File: src/oss_defines.svh
// Offsets, field positions, reset values and timing counts of the output safe-state block.
`ifndef OSS_DEFINES_SVH
`define OSS_DEFINES_SVH

`define OSS_NCH            16
`define OSS_ADDR_W         8
`define OSS_DATA_W         16

`define OSS_ADR_CFG_LAST   8'h0F
`define OSS_ADR_DRIVE      8'h10
`define OSS_ADR_NO_LOAD    8'h11
`define OSS_ADR_STATUS     8'h12

`define OSS_B_FAULT_SEL    0
`define OSS_B_FAULT_LVL    1
`define OSS_B_PROG_SEL     2
`define OSS_B_PROG_LVL     3
`define OSS_B_FINAL_LVL    4
`define OSS_B_PROG2FAULT   5
`define OSS_B_LOAD_DET     6
`define OSS_B_HOLD_LSB     8
`define OSS_B_HOLD_MSB     15

`define OSS_B_ST_LINK      0
`define OSS_B_ST_DIAG      1
`define OSS_B_ST_UNCERT    2

`define OSS_CFG_RESET      16'h0000
`define OSS_DRIVE_RESET    16'h0000

`define OSS_HOLD_CODE_1    8'h01
`define OSS_HOLD_CODE_2    8'h02
`define OSS_HOLD_CODE_5    8'h05
`define OSS_HOLD_CODE_10   8'h0A
`define OSS_SECS_W         4

`define OSS_CLK_PERIOD_NS  25
`define OSS_TICK_MS        1000
`define OSS_TICK_CYCLES    ((`OSS_TICK_MS * 1000000) / `OSS_CLK_PERIOD_NS)
`define OSS_SUB_W          26

`endif

File: src/oss_pkg.sv
// Types shared by the output safe-state block.
`default_nettype none
`include "oss_defines.svh"

package oss_pkg;

    typedef enum logic [1:0] {CH_RUN, CH_PROG, CH_FAULT, CH_FINAL} oss_chmode_t;

    typedef logic [`OSS_NCH-1:0][`OSS_DATA_W-1:0] oss_cfg_arr_t;

    typedef struct packed {
        oss_chmode_t [`OSS_NCH-1:0]                 mode;
        logic [`OSS_NCH-1:0][`OSS_SUB_W-1:0]        sub;
        logic [`OSS_NCH-1:0][`OSS_SECS_W-1:0]       secs;
        logic [`OSS_NCH-1:0]                        drive;
        logic [`OSS_NCH-1:0]                        no_load;
        logic                                       link_lost;
        logic                                       diag;
        logic                                       uncertain;
        logic [`OSS_DATA_W-1:0]                     rdata;
    } oss_state_t;

    typedef struct packed {
        oss_cfg_arr_t words;
    } oss_mem_state_t;

    // Codes other than the four listed ones fall back to holding forever.
    function automatic logic [`OSS_SECS_W-1:0] oss_hold_secs(input logic [7:0] code);
        logic [`OSS_SECS_W-1:0] secs;
        secs = 4'h0;
        if (code == `OSS_HOLD_CODE_1)
            secs = 4'h1;
        else if (code == `OSS_HOLD_CODE_2)
            secs = 4'h2;
        else if (code == `OSS_HOLD_CODE_5)
            secs = 4'h5;
        else if (code == `OSS_HOLD_CODE_10)
            secs = 4'hA;
        return secs;
    endfunction

endpackage

`default_nettype wire

File: src/oss_cfg_if.sv
// Carrier between the safe-state control and its per-channel configuration store.
`default_nettype none
`include "oss_defines.svh"

interface oss_cfg_if;
    import oss_pkg::*;

    logic                    wr;
    logic [3:0]              idx;
    logic [`OSS_DATA_W-1:0]  wdata;
    oss_cfg_arr_t            words;

    modport ctrl (output wr, output idx, output wdata, input words);
    modport mem  (input wr, input idx, input wdata, output words);
endinterface

`default_nettype wire

File: src/oss_cfg_mem.sv
// Sixteen-word configuration store, one word per output channel, all words held in flops.
`default_nettype none
`include "oss_defines.svh"

module oss_cfg_mem
    import oss_pkg::*;
(
    input  wire logic  clk,    // Module clock.
    input  wire logic  nrst,   // Asynchronous reset, active low.
    oss_cfg_if.mem     cfg     // Write port and word read-out.
);

    oss_mem_state_t st;
    oss_mem_state_t next_st;

    always_comb
    begin
        next_st = st;
        if (cfg.wr)
        begin
            next_st.words[cfg.idx] = cfg.wdata;
        end
    end

    always_ff @(posedge clk or negedge nrst)
    begin
        if (!nrst)
        begin
            st <= '{words: {`OSS_NCH{`OSS_CFG_RESET}}};
        end
        else
        begin
            st <= next_st;
        end
    end

    assign cfg.words = st.words;

endmodule

`default_nettype wire

File: src/oss_top.sv
// Per-channel safe-state control for a sixteen-point digital output module.
//
// Decided for this implementation: the register offsets and the strobed register port.
`default_nettype none
`include "oss_defines.svh"

module oss_top
    import oss_pkg::*;
#(
    parameter int TICK_CYCLES = `OSS_TICK_CYCLES  // Cycles in one second of hold time.
)
(
    input  wire logic                     clk,               // Module clock, 40 MHz.
    input  wire logic                     nrst,              // Asynchronous reset, active low.
    input  wire logic [`OSS_ADDR_W-1:0]   addr,              // Register word address.
    input  wire logic [`OSS_DATA_W-1:0]   wdata,             // Register write data.
    input  wire logic                     wr,                // Write strobe.
    input  wire logic                     rd,                // Read strobe.
    output var  logic [`OSS_DATA_W-1:0]   rdata,             // Read data, cycle after rd.
    input  wire logic                     link_up,           // Connection to owner running.
    input  wire logic                     run_state,         // Owner in run mode, else program.
    input  wire logic [`OSS_NCH-1:0]      cmd_data,          // Commanded output bits.
    input  wire logic [`OSS_NCH-1:0]      load_open,         // Sense: no load current seen.
    input  wire logic                     prognostic_hit,    // Prognostics threshold reached.
    input  wire logic                     diag_ext,          // Other diagnostic condition.
    input  wire logic                     out_of_range,      // Outside designed range.
    input  wire logic                     override_active,   // Data under manual or override.
    output var  logic [`OSS_NCH-1:0]      out_drive,         // Output driver levels.
    output var  logic [`OSS_NCH-1:0]      missing_load_flag, // Per-channel missing load.
    output var  logic                     link_lost,         // No connection running.
    output var  logic                     diag_present,      // Any diagnostic active.
    output var  logic                     module_uncertain   // Module data uncertain.
);

    localparam logic [`OSS_SUB_W-1:0] SUB_LAST = `OSS_SUB_W'(TICK_CYCLES - 1);

    oss_cfg_if cfg_bus ();

    oss_state_t st;
    oss_state_t next_st;

    logic [`OSS_NCH-1:0] next_no_load;

    oss_cfg_mem u_cfg_mem (
        .clk  (clk),
        .nrst (nrst),
        .cfg  (cfg_bus)
    );

    // Configuration words are writable at any time; a change takes effect on the next edge.
    assign cfg_bus.wr    = wr && (addr <= `OSS_ADR_CFG_LAST);
    assign cfg_bus.idx   = addr[3:0];
    assign cfg_bus.wdata = wdata;

    always_comb
    begin
        next_st      = st;
        next_no_load = '0;

        for (int i = 0; i < `OSS_NCH; i++)
        begin
            logic [`OSS_DATA_W-1:0] w;
            logic [`OSS_SECS_W-1:0] hold;
            logic                   enter_fault;
            w           = cfg_bus.words[i];
            hold        = oss_hold_secs(w[`OSS_B_HOLD_MSB:`OSS_B_HOLD_LSB]);
            enter_fault = 1'b0;

            if (link_up && run_state)
            begin
                next_st.mode[i]  = CH_RUN;
                next_st.drive[i] = cmd_data[i];
            end
            else if (link_up)
            begin
                // Program mode; hold-last keeps whatever the channel last drove.
                next_st.mode[i] = CH_PROG;
                if (w[`OSS_B_PROG_SEL])
                begin
                    next_st.drive[i] = w[`OSS_B_PROG_LVL];
                end
            end
            else
            begin
                unique case (st.mode[i])
                    CH_RUN:
                    begin
                        enter_fault = 1'b1;
                    end
                    CH_PROG:
                    begin
                        if (w[`OSS_B_PROG2FAULT])
                        begin
                            enter_fault = 1'b1;
                        end
                        else if (w[`OSS_B_PROG_SEL])
                        begin
                            next_st.drive[i] = w[`OSS_B_PROG_LVL];
                        end
                    end
                    CH_FAULT:
                    begin
                        if (w[`OSS_B_FAULT_SEL])
                        begin
                            next_st.drive[i] = w[`OSS_B_FAULT_LVL];
                        end
                        // A zero hold code leaves the channel in fault state forever.
                        if (hold != '0)
                        begin
                            if (st.sub[i] == SUB_LAST)
                            begin
                                next_st.sub[i] = '0;
                                if (st.secs[i] + 4'h1 >= hold)
                                begin
                                    next_st.mode[i]  = CH_FINAL;
                                    next_st.drive[i] = w[`OSS_B_FINAL_LVL];
                                end
                                else
                                begin
                                    next_st.secs[i] = st.secs[i] + 4'h1;
                                end
                            end
                            else
                            begin
                                next_st.sub[i] = st.sub[i] + `OSS_SUB_W'(1);
                            end
                        end
                    end
                    CH_FINAL:
                    begin
                        next_st.drive[i] = st.drive[i];
                    end
                endcase
            end

            // The timer restarts at every entry so each channel times its own fault.
            if (enter_fault)
            begin
                next_st.mode[i] = CH_FAULT;
                next_st.sub[i]  = '0;
                next_st.secs[i] = '0;
                if (w[`OSS_B_FAULT_SEL])
                begin
                    next_st.drive[i] = w[`OSS_B_FAULT_LVL];
                end
            end

            next_no_load[i] = w[`OSS_B_LOAD_DET] && load_open[i];
        end

        next_st.no_load   = next_no_load;
        next_st.link_lost = !link_up;
        next_st.diag      = (|next_no_load) || prognostic_hit || diag_ext;
        next_st.uncertain = out_of_range || override_active;

        // Unmapped addresses read as zero; reads have no side effects.
        next_st.rdata = '0;
        if (rd)
        begin
            if (addr <= `OSS_ADR_CFG_LAST)
            begin
                next_st.rdata = cfg_bus.words[addr[3:0]];
            end
            else if (addr == `OSS_ADR_DRIVE)
            begin
                next_st.rdata = st.drive;
            end
            else if (addr == `OSS_ADR_NO_LOAD)
            begin
                next_st.rdata = st.no_load;
            end
            else if (addr == `OSS_ADR_STATUS)
            begin
                next_st.rdata[`OSS_B_ST_LINK]   = st.link_lost;
                next_st.rdata[`OSS_B_ST_DIAG]   = st.diag;
                next_st.rdata[`OSS_B_ST_UNCERT] = st.uncertain;
            end
        end
    end

    // Channels start as if their hold time had already expired with outputs off,
    // so nothing is driven before the owner first connects.
    always_ff @(posedge clk or negedge nrst)
    begin
        if (!nrst)
        begin
            st.mode      <= '{default: CH_FINAL};
            st.sub       <= '0;
            st.secs      <= '0;
            st.drive     <= `OSS_DRIVE_RESET;
            st.no_load   <= '0;
            st.link_lost <= 1'b1;
            st.diag      <= 1'b0;
            st.uncertain <= 1'b0;
            st.rdata     <= '0;
        end
        else
        begin
            st <= next_st;
        end
    end

    assign rdata             = st.rdata;
    assign out_drive         = st.drive;
    assign missing_load_flag = st.no_load;
    assign link_lost         = st.link_lost;
    assign diag_present      = st.diag;
    assign module_uncertain  = st.uncertain;

endmodule

`default_nettype wire

File: config.mk
export PLATFORM = sky130hd
export DESIGN_NAME = oss_top
export DESIGN_NICKNAME = d
export VERILOG_FILES = /design/src/oss_pkg.sv /design/src/oss_cfg_if.sv /design/src/oss_cfg_mem.sv /design/src/oss_top.sv
export VERILOG_INCLUDE_DIRS = /design/src
export SDC_FILE = /design/constraint.sdc
export NUM_CORES = 2
export LEC_CHECK = 0
export BUFFER_PORTS_ARGS = -buffer_cell sky130_fd_sc_hd__buf_2
export CAP_MARGIN = 20
export CORE_MARGIN = 10
export CORE_UTILIZATION = 55
export DETAILED_ROUTE_END_ITERATION = 10
export HOLD_SLACK_MARGIN = 0.06
export PLACE_DENSITY_LB_ADDON = 0.12
export SYNTH_ARGS = -nofsm -noshare
export SYNTH_HDL_FRONTEND = slang
export SYNTH_SLANG_ARGS = --single-unit
File: constraint.sdc
create_clock -name clk -period 4.1 [get_ports clk]
set_clock_uncertainty 0.05 [all_clocks]
set_input_delay 0.615 -clock clk [delete_from_list [all_inputs] [get_ports clk]]
set_output_delay 0.615 -clock clk [all_outputs]
set_load 0.02 [all_outputs]
==> impl_metrics.prom <==
# TYPE chip_impl_metric gauge
chip_impl_metric{name="initial_core_util",unit=""} 0.556
chip_impl_metric{name="dp.final_hpwl",unit="mm"} 87.2
chip_impl_metric{name="largest_net_degree_at_the_start_of_global_routing",unit=""} 87
chip_impl_metric{name="syn-cell-area",unit="um2"} 45600
chip_impl_metric{name="yosys.area_share.xor_xnor",unit=""} 0.0630
chip_impl_info{name="grt_setup_unrepaired",value="false"} 1
chip_impl_metric{name="post-route-min-period",unit="ns"} 3.17
chip_impl_metric{name="synth_simple_gate_area_frac",unit=""} 0.206
chip_impl_metric{name="min_period_over_period",unit=""} 0.772
chip_impl_metric{name="drt-vias-per-instance",unit=""} 6.17
chip_impl_metric{name="antenna_left",unit=""} 0
chip_impl_info{name="crit_slowest_cell",value="sky130_fd_sc_hd__or4_1"} 1
chip_impl_metric{name="cts-hold-fix-buffers",unit=""} 1
chip_impl_metric{name="crit_required",unit="ns"} 4.61
chip_impl_info{name="worstPathCellList",value="or4_1 > nor2_1 > nand2_1 > ha_1 > or2_2 > a21oi_1 > a21oi_1 > nor4_2 > nand3b_1 > a21oi_1"} 1
chip_impl_metric{name="ys_async_sr_fraction",unit=""} 1.00
chip_impl_metric{name="cts_buffers",unit=""} 91
chip_impl_metric{name="grt_first_pass_wirelength",unit="mm"} 195
chip_impl_metric{name="synthesis.area_per_instance",unit="um2"} 10.2
chip_impl_metric{name="drt_wl_total",unit="mm"} 122
chip_impl_metric{name="instances_no_fill",unit=""} 5697
chip_impl_info{name="commonest_cells_after_routing_fill_and_taps_aside",value="sky130_fd_sc_hd__dfrtp_1, sky130_fd_sc_hd__nor2_1, sky130_fd_sc_hd__nand2_1"} 1
chip_impl_metric{name="yosys.cell_types.count",unit=""} 95
chip_impl_metric{name="layout.core_utilization",unit=""} 0.616
chip_impl_metric{name="sum_neg_setup_slack",unit="ns"} 0
chip_impl_info{name="synthTopCellsByArea",value="sky130_fd_sc_hd__dfrtp_1, sky130_fd_sc_hd__mux2_2, sky130_fd_sc_hd__ha_1"} 1
chip_impl_metric{name="worstMarginPinSlew",unit="ns"} 1.07
chip_impl_metric{name="die_h",unit="um"} 308
chip_impl_metric{name="antenna_violations_before_repair",unit=""} 11
chip_impl_metric{name="fmax",unit="MHz"} 316
chip_impl_metric{name="yosys-mux-area-fraction",unit=""} 0.120
chip_impl_metric{name="timing.final.setup_violations",unit=""} 0
chip_impl_metric{name="synth_seq_cells",unit=""} 819
chip_impl_metric{name="path_buf_inv",unit=""} 0
chip_impl_metric{name="synth.yosys.warnings",unit=""} 0
chip_impl_metric{name="vdd_drop_max",unit="uV"} 314
chip_impl_metric{name="drt_pre_antenna_iters",unit=""} 7
chip_impl_info{name="clockRootBuffer",value="sky130_fd_sc_hd__clkbuf_16"} 1
chip_impl_metric{name="global_route_total_usage_across_every_layer",unit=""} 0.255
chip_impl_metric{name="synth_net_count",unit=""} 4665
chip_impl_metric{name="final_layout_size_suffix_gt1_frac",unit=""} 0.182
chip_impl_metric{name="crit_path_max_incr_delay",unit="ns"} 0.63
chip_impl_metric{name="clock_sink_count",unit=""} 819
chip_impl_metric{name="die_width",unit="um"} 308
chip_impl_info{name="ys_dominant_reg_cell",value="sky130_fd_sc_hd__dfrtp_1"} 1
chip_impl_metric{name="synth-edff-count",unit=""} 0
chip_impl_metric{name="cts_max_level",unit=""} 3
chip_impl_info{name="cp-end-kind",value="flip-flop"} 1
chip_impl_metric{name="cap_violations",unit=""} 0
chip_impl_metric{name="area.growth.synth_to_final",unit="%"} 10.9
chip_impl_info{name="critical-path-top-cell-by-count",value="sky130_fd_sc_hd__a21oi_1"} 1
chip_impl_metric{name="worstPathMaxFanout",unit=""} 5
chip_impl_metric{name="clk_transition_reported_paths",unit="ns"} 0.06
chip_impl_metric{name="first_global_vias",unit=""} 34400
chip_impl_metric{name="power_density",unit="nW/um2"} 401
chip_impl_metric{name="synth_top_area_frac",unit=""} 0.431
chip_impl_metric{name="remaining_drc_errors",unit=""} 0
chip_impl_info{name="worst_path_dominant_cell_family",value="simple AND/OR/NAND/NOR gates"} 1
chip_impl_metric{name="num_rows",unit=""} 105
chip_impl_metric{name="fin_nets",unit=""} 4763
chip_impl_metric{name="fin_area",unit="um2"} 50600
chip_impl_metric{name="synth.yosys.seq_area_share",unit=""} 0.450
chip_impl_info{name="synth_top_cell_by_area",value="sky130_fd_sc_hd__dfrtp_1"} 1
chip_impl_metric{name="hold-worst-slack",unit="ns"} 0.103
chip_impl_metric{name="power.static_leakage",unit="nW"} 22.5
chip_impl_metric{name="wire_per_inst",unit="um"} 21.3
chip_impl_metric{name="floorplan.die_area",unit="um2"} 94900
chip_impl_metric{name="slew_violations",unit=""} 0
chip_impl_info{name="layout_commonest_cell",value="sky130_fd_sc_hd__dfrtp_1"} 1
chip_impl_metric{name="pin_count",unit=""} 117
chip_impl_metric{name="placedCellCount",unit=""} 5527
chip_impl_metric{name="clock_latency",unit="ns"} 0.65
chip_impl_metric{name="synth_compound_area_frac",unit=""} 0.0912
chip_impl_info{name="tritoncts",value="yes"} 1
chip_impl_metric{name="cts_repair_resize_count",unit=""} 0
chip_impl_metric{name="final-hold-violation-count",unit=""} 0
chip_impl_metric{name="synth_adder_area_share",unit=""} 0.0395
chip_impl_metric{name="finalWeightedCongestion",unit=""} 0.932
chip_impl_info{name="synth_top_family_by_area",value="simple AND/OR/NAND/NOR gates"} 1
chip_impl_metric{name="vias_post_dr",unit=""} 35200
chip_impl_metric{name="dpl_cell_area",unit="um2"} 47400
chip_impl_metric{name="post-cts-setup-buffer-count",unit=""} 0
chip_impl_info{name="crit_type",value="flip-flop to flip-flop"} 1
chip_impl_info{name="status",value="completed"} 1
chip_impl_metric{name="ctsLongestPathBuffers",unit=""} 3
chip_impl_metric{name="critical_path_arrival",unit="ns"} 3.68
chip_impl_metric{name="grt-ovfl-total",unit=""} 0
chip_impl_info{name="hp-class",value="primary input to flip-flop"} 1
chip_impl_metric{name="portBuffers",unit=""} 116
chip_impl_metric{name="core_area",unit="um2"} 82100
chip_impl_metric{name="syn_inst",unit=""} 4455
chip_impl_metric{name="maxSlewHeadroom",unit=""} 0.283
chip_impl_info{name="start_kind",value="flip-flop"} 1
chip_impl_metric{name="drt-initial-drc-count",unit=""} 2655
==> path summary, 6_finish.rpt <==
| path | from | slack [ns] | end | cells after the start |
|---|---|---|---|---|
| max | u_cfg_mem.cfg.words[158] | 0.93 | st[89] | 10 |
| min | out_of_range | 0.10 | module_uncertain | 2 |
| max reg2reg | u_cfg_mem.cfg.words[158] | 0.93 | st[89] | 10 |
| min reg2reg | st[416] | 0.44 | st[416] | 1 |
| max in group asynchronous | nrst | 2.37 | st[316] | 4 |
| min in group asynchronous | nrst | 0.52 | st[136] | 2 |
==> cells in the mapped netlist, types with 119 or more instances <==
cell                      instances
sky130_fd_sc_hd__xor2_1         182
sky130_fd_sc_hd__nand4_1        136
sky130_fd_sc_hd__nand3_1        217
sky130_fd_sc_hd__dfrtp_1        786
sky130_fd_sc_hd__o21ai_0        200
sky130_fd_sc_hd__nor2_1         470
sky130_fd_sc_hd__nand2_1        371
sky130_fd_sc_hd__nor3_1         119
sky130_fd_sc_hd__xnor2_1        146
sky130_fd_sc_hd__mux2_2         293
sky130_fd_sc_hd__ha_1           144
sky130_fd_sc_hd__a21oi_1        122
==> state kept, by name (all words and copies together) (netlist names) <==
name and flops:
diag_present 1, link_lost 1, missing_load_flag 16, module_uncertain 1, out_drive 16, rdata 16
st 512, u_cfg_mem.cfg.words 256
==> through the flow <==
step | worst slack (ns) | power [mW]
after floorplan | 1.19 | 10.7
after global placement | 0.954 | 11.6
after detailed placement | 0.894 | 11.7
after CTS | 0.917 | 20.4
after global routing | 0.702 | 21.1
final | 0.933 | 20.3
==> cell type report <==
cell class,count,area (um2)
antenna,2,5.00
clock buffer,129,2730
clock inverter,36,480
fill,6805,31500
inverter,96,360
multi-input combinational,3339,23700
sequential,819,20500
tap,1070,1340
timing repair buffer,206,1400
==> cell families after synthesis <==
logic type      after synthesis
mux                         410
compound gates              628
xor+xnor                    328
fa+ha+maj                   144
simple gates               1829
buf+inv                     297
flops                       819
==> power by group <==
part	leakage [nW]	internal, mW	switching [mW]
combinational	9.70	0.971	1.50
sequential	11.2	8.52	0.566
clock	1.57	5.31	3.41
==> metal layers <==
metal / track usage / vias to the layer above / share of wire
met4: 0.0871 / 12 / 0.035
met5: 0 / - / 0.00066
met1: 0.359 / 17500 / 0.45
li1: - / 16400 / -
met2: 0.388 / 1005 / 0.44
met3: 0.0543 / 249 / 0.070
(Power assumes the default switching activity.)
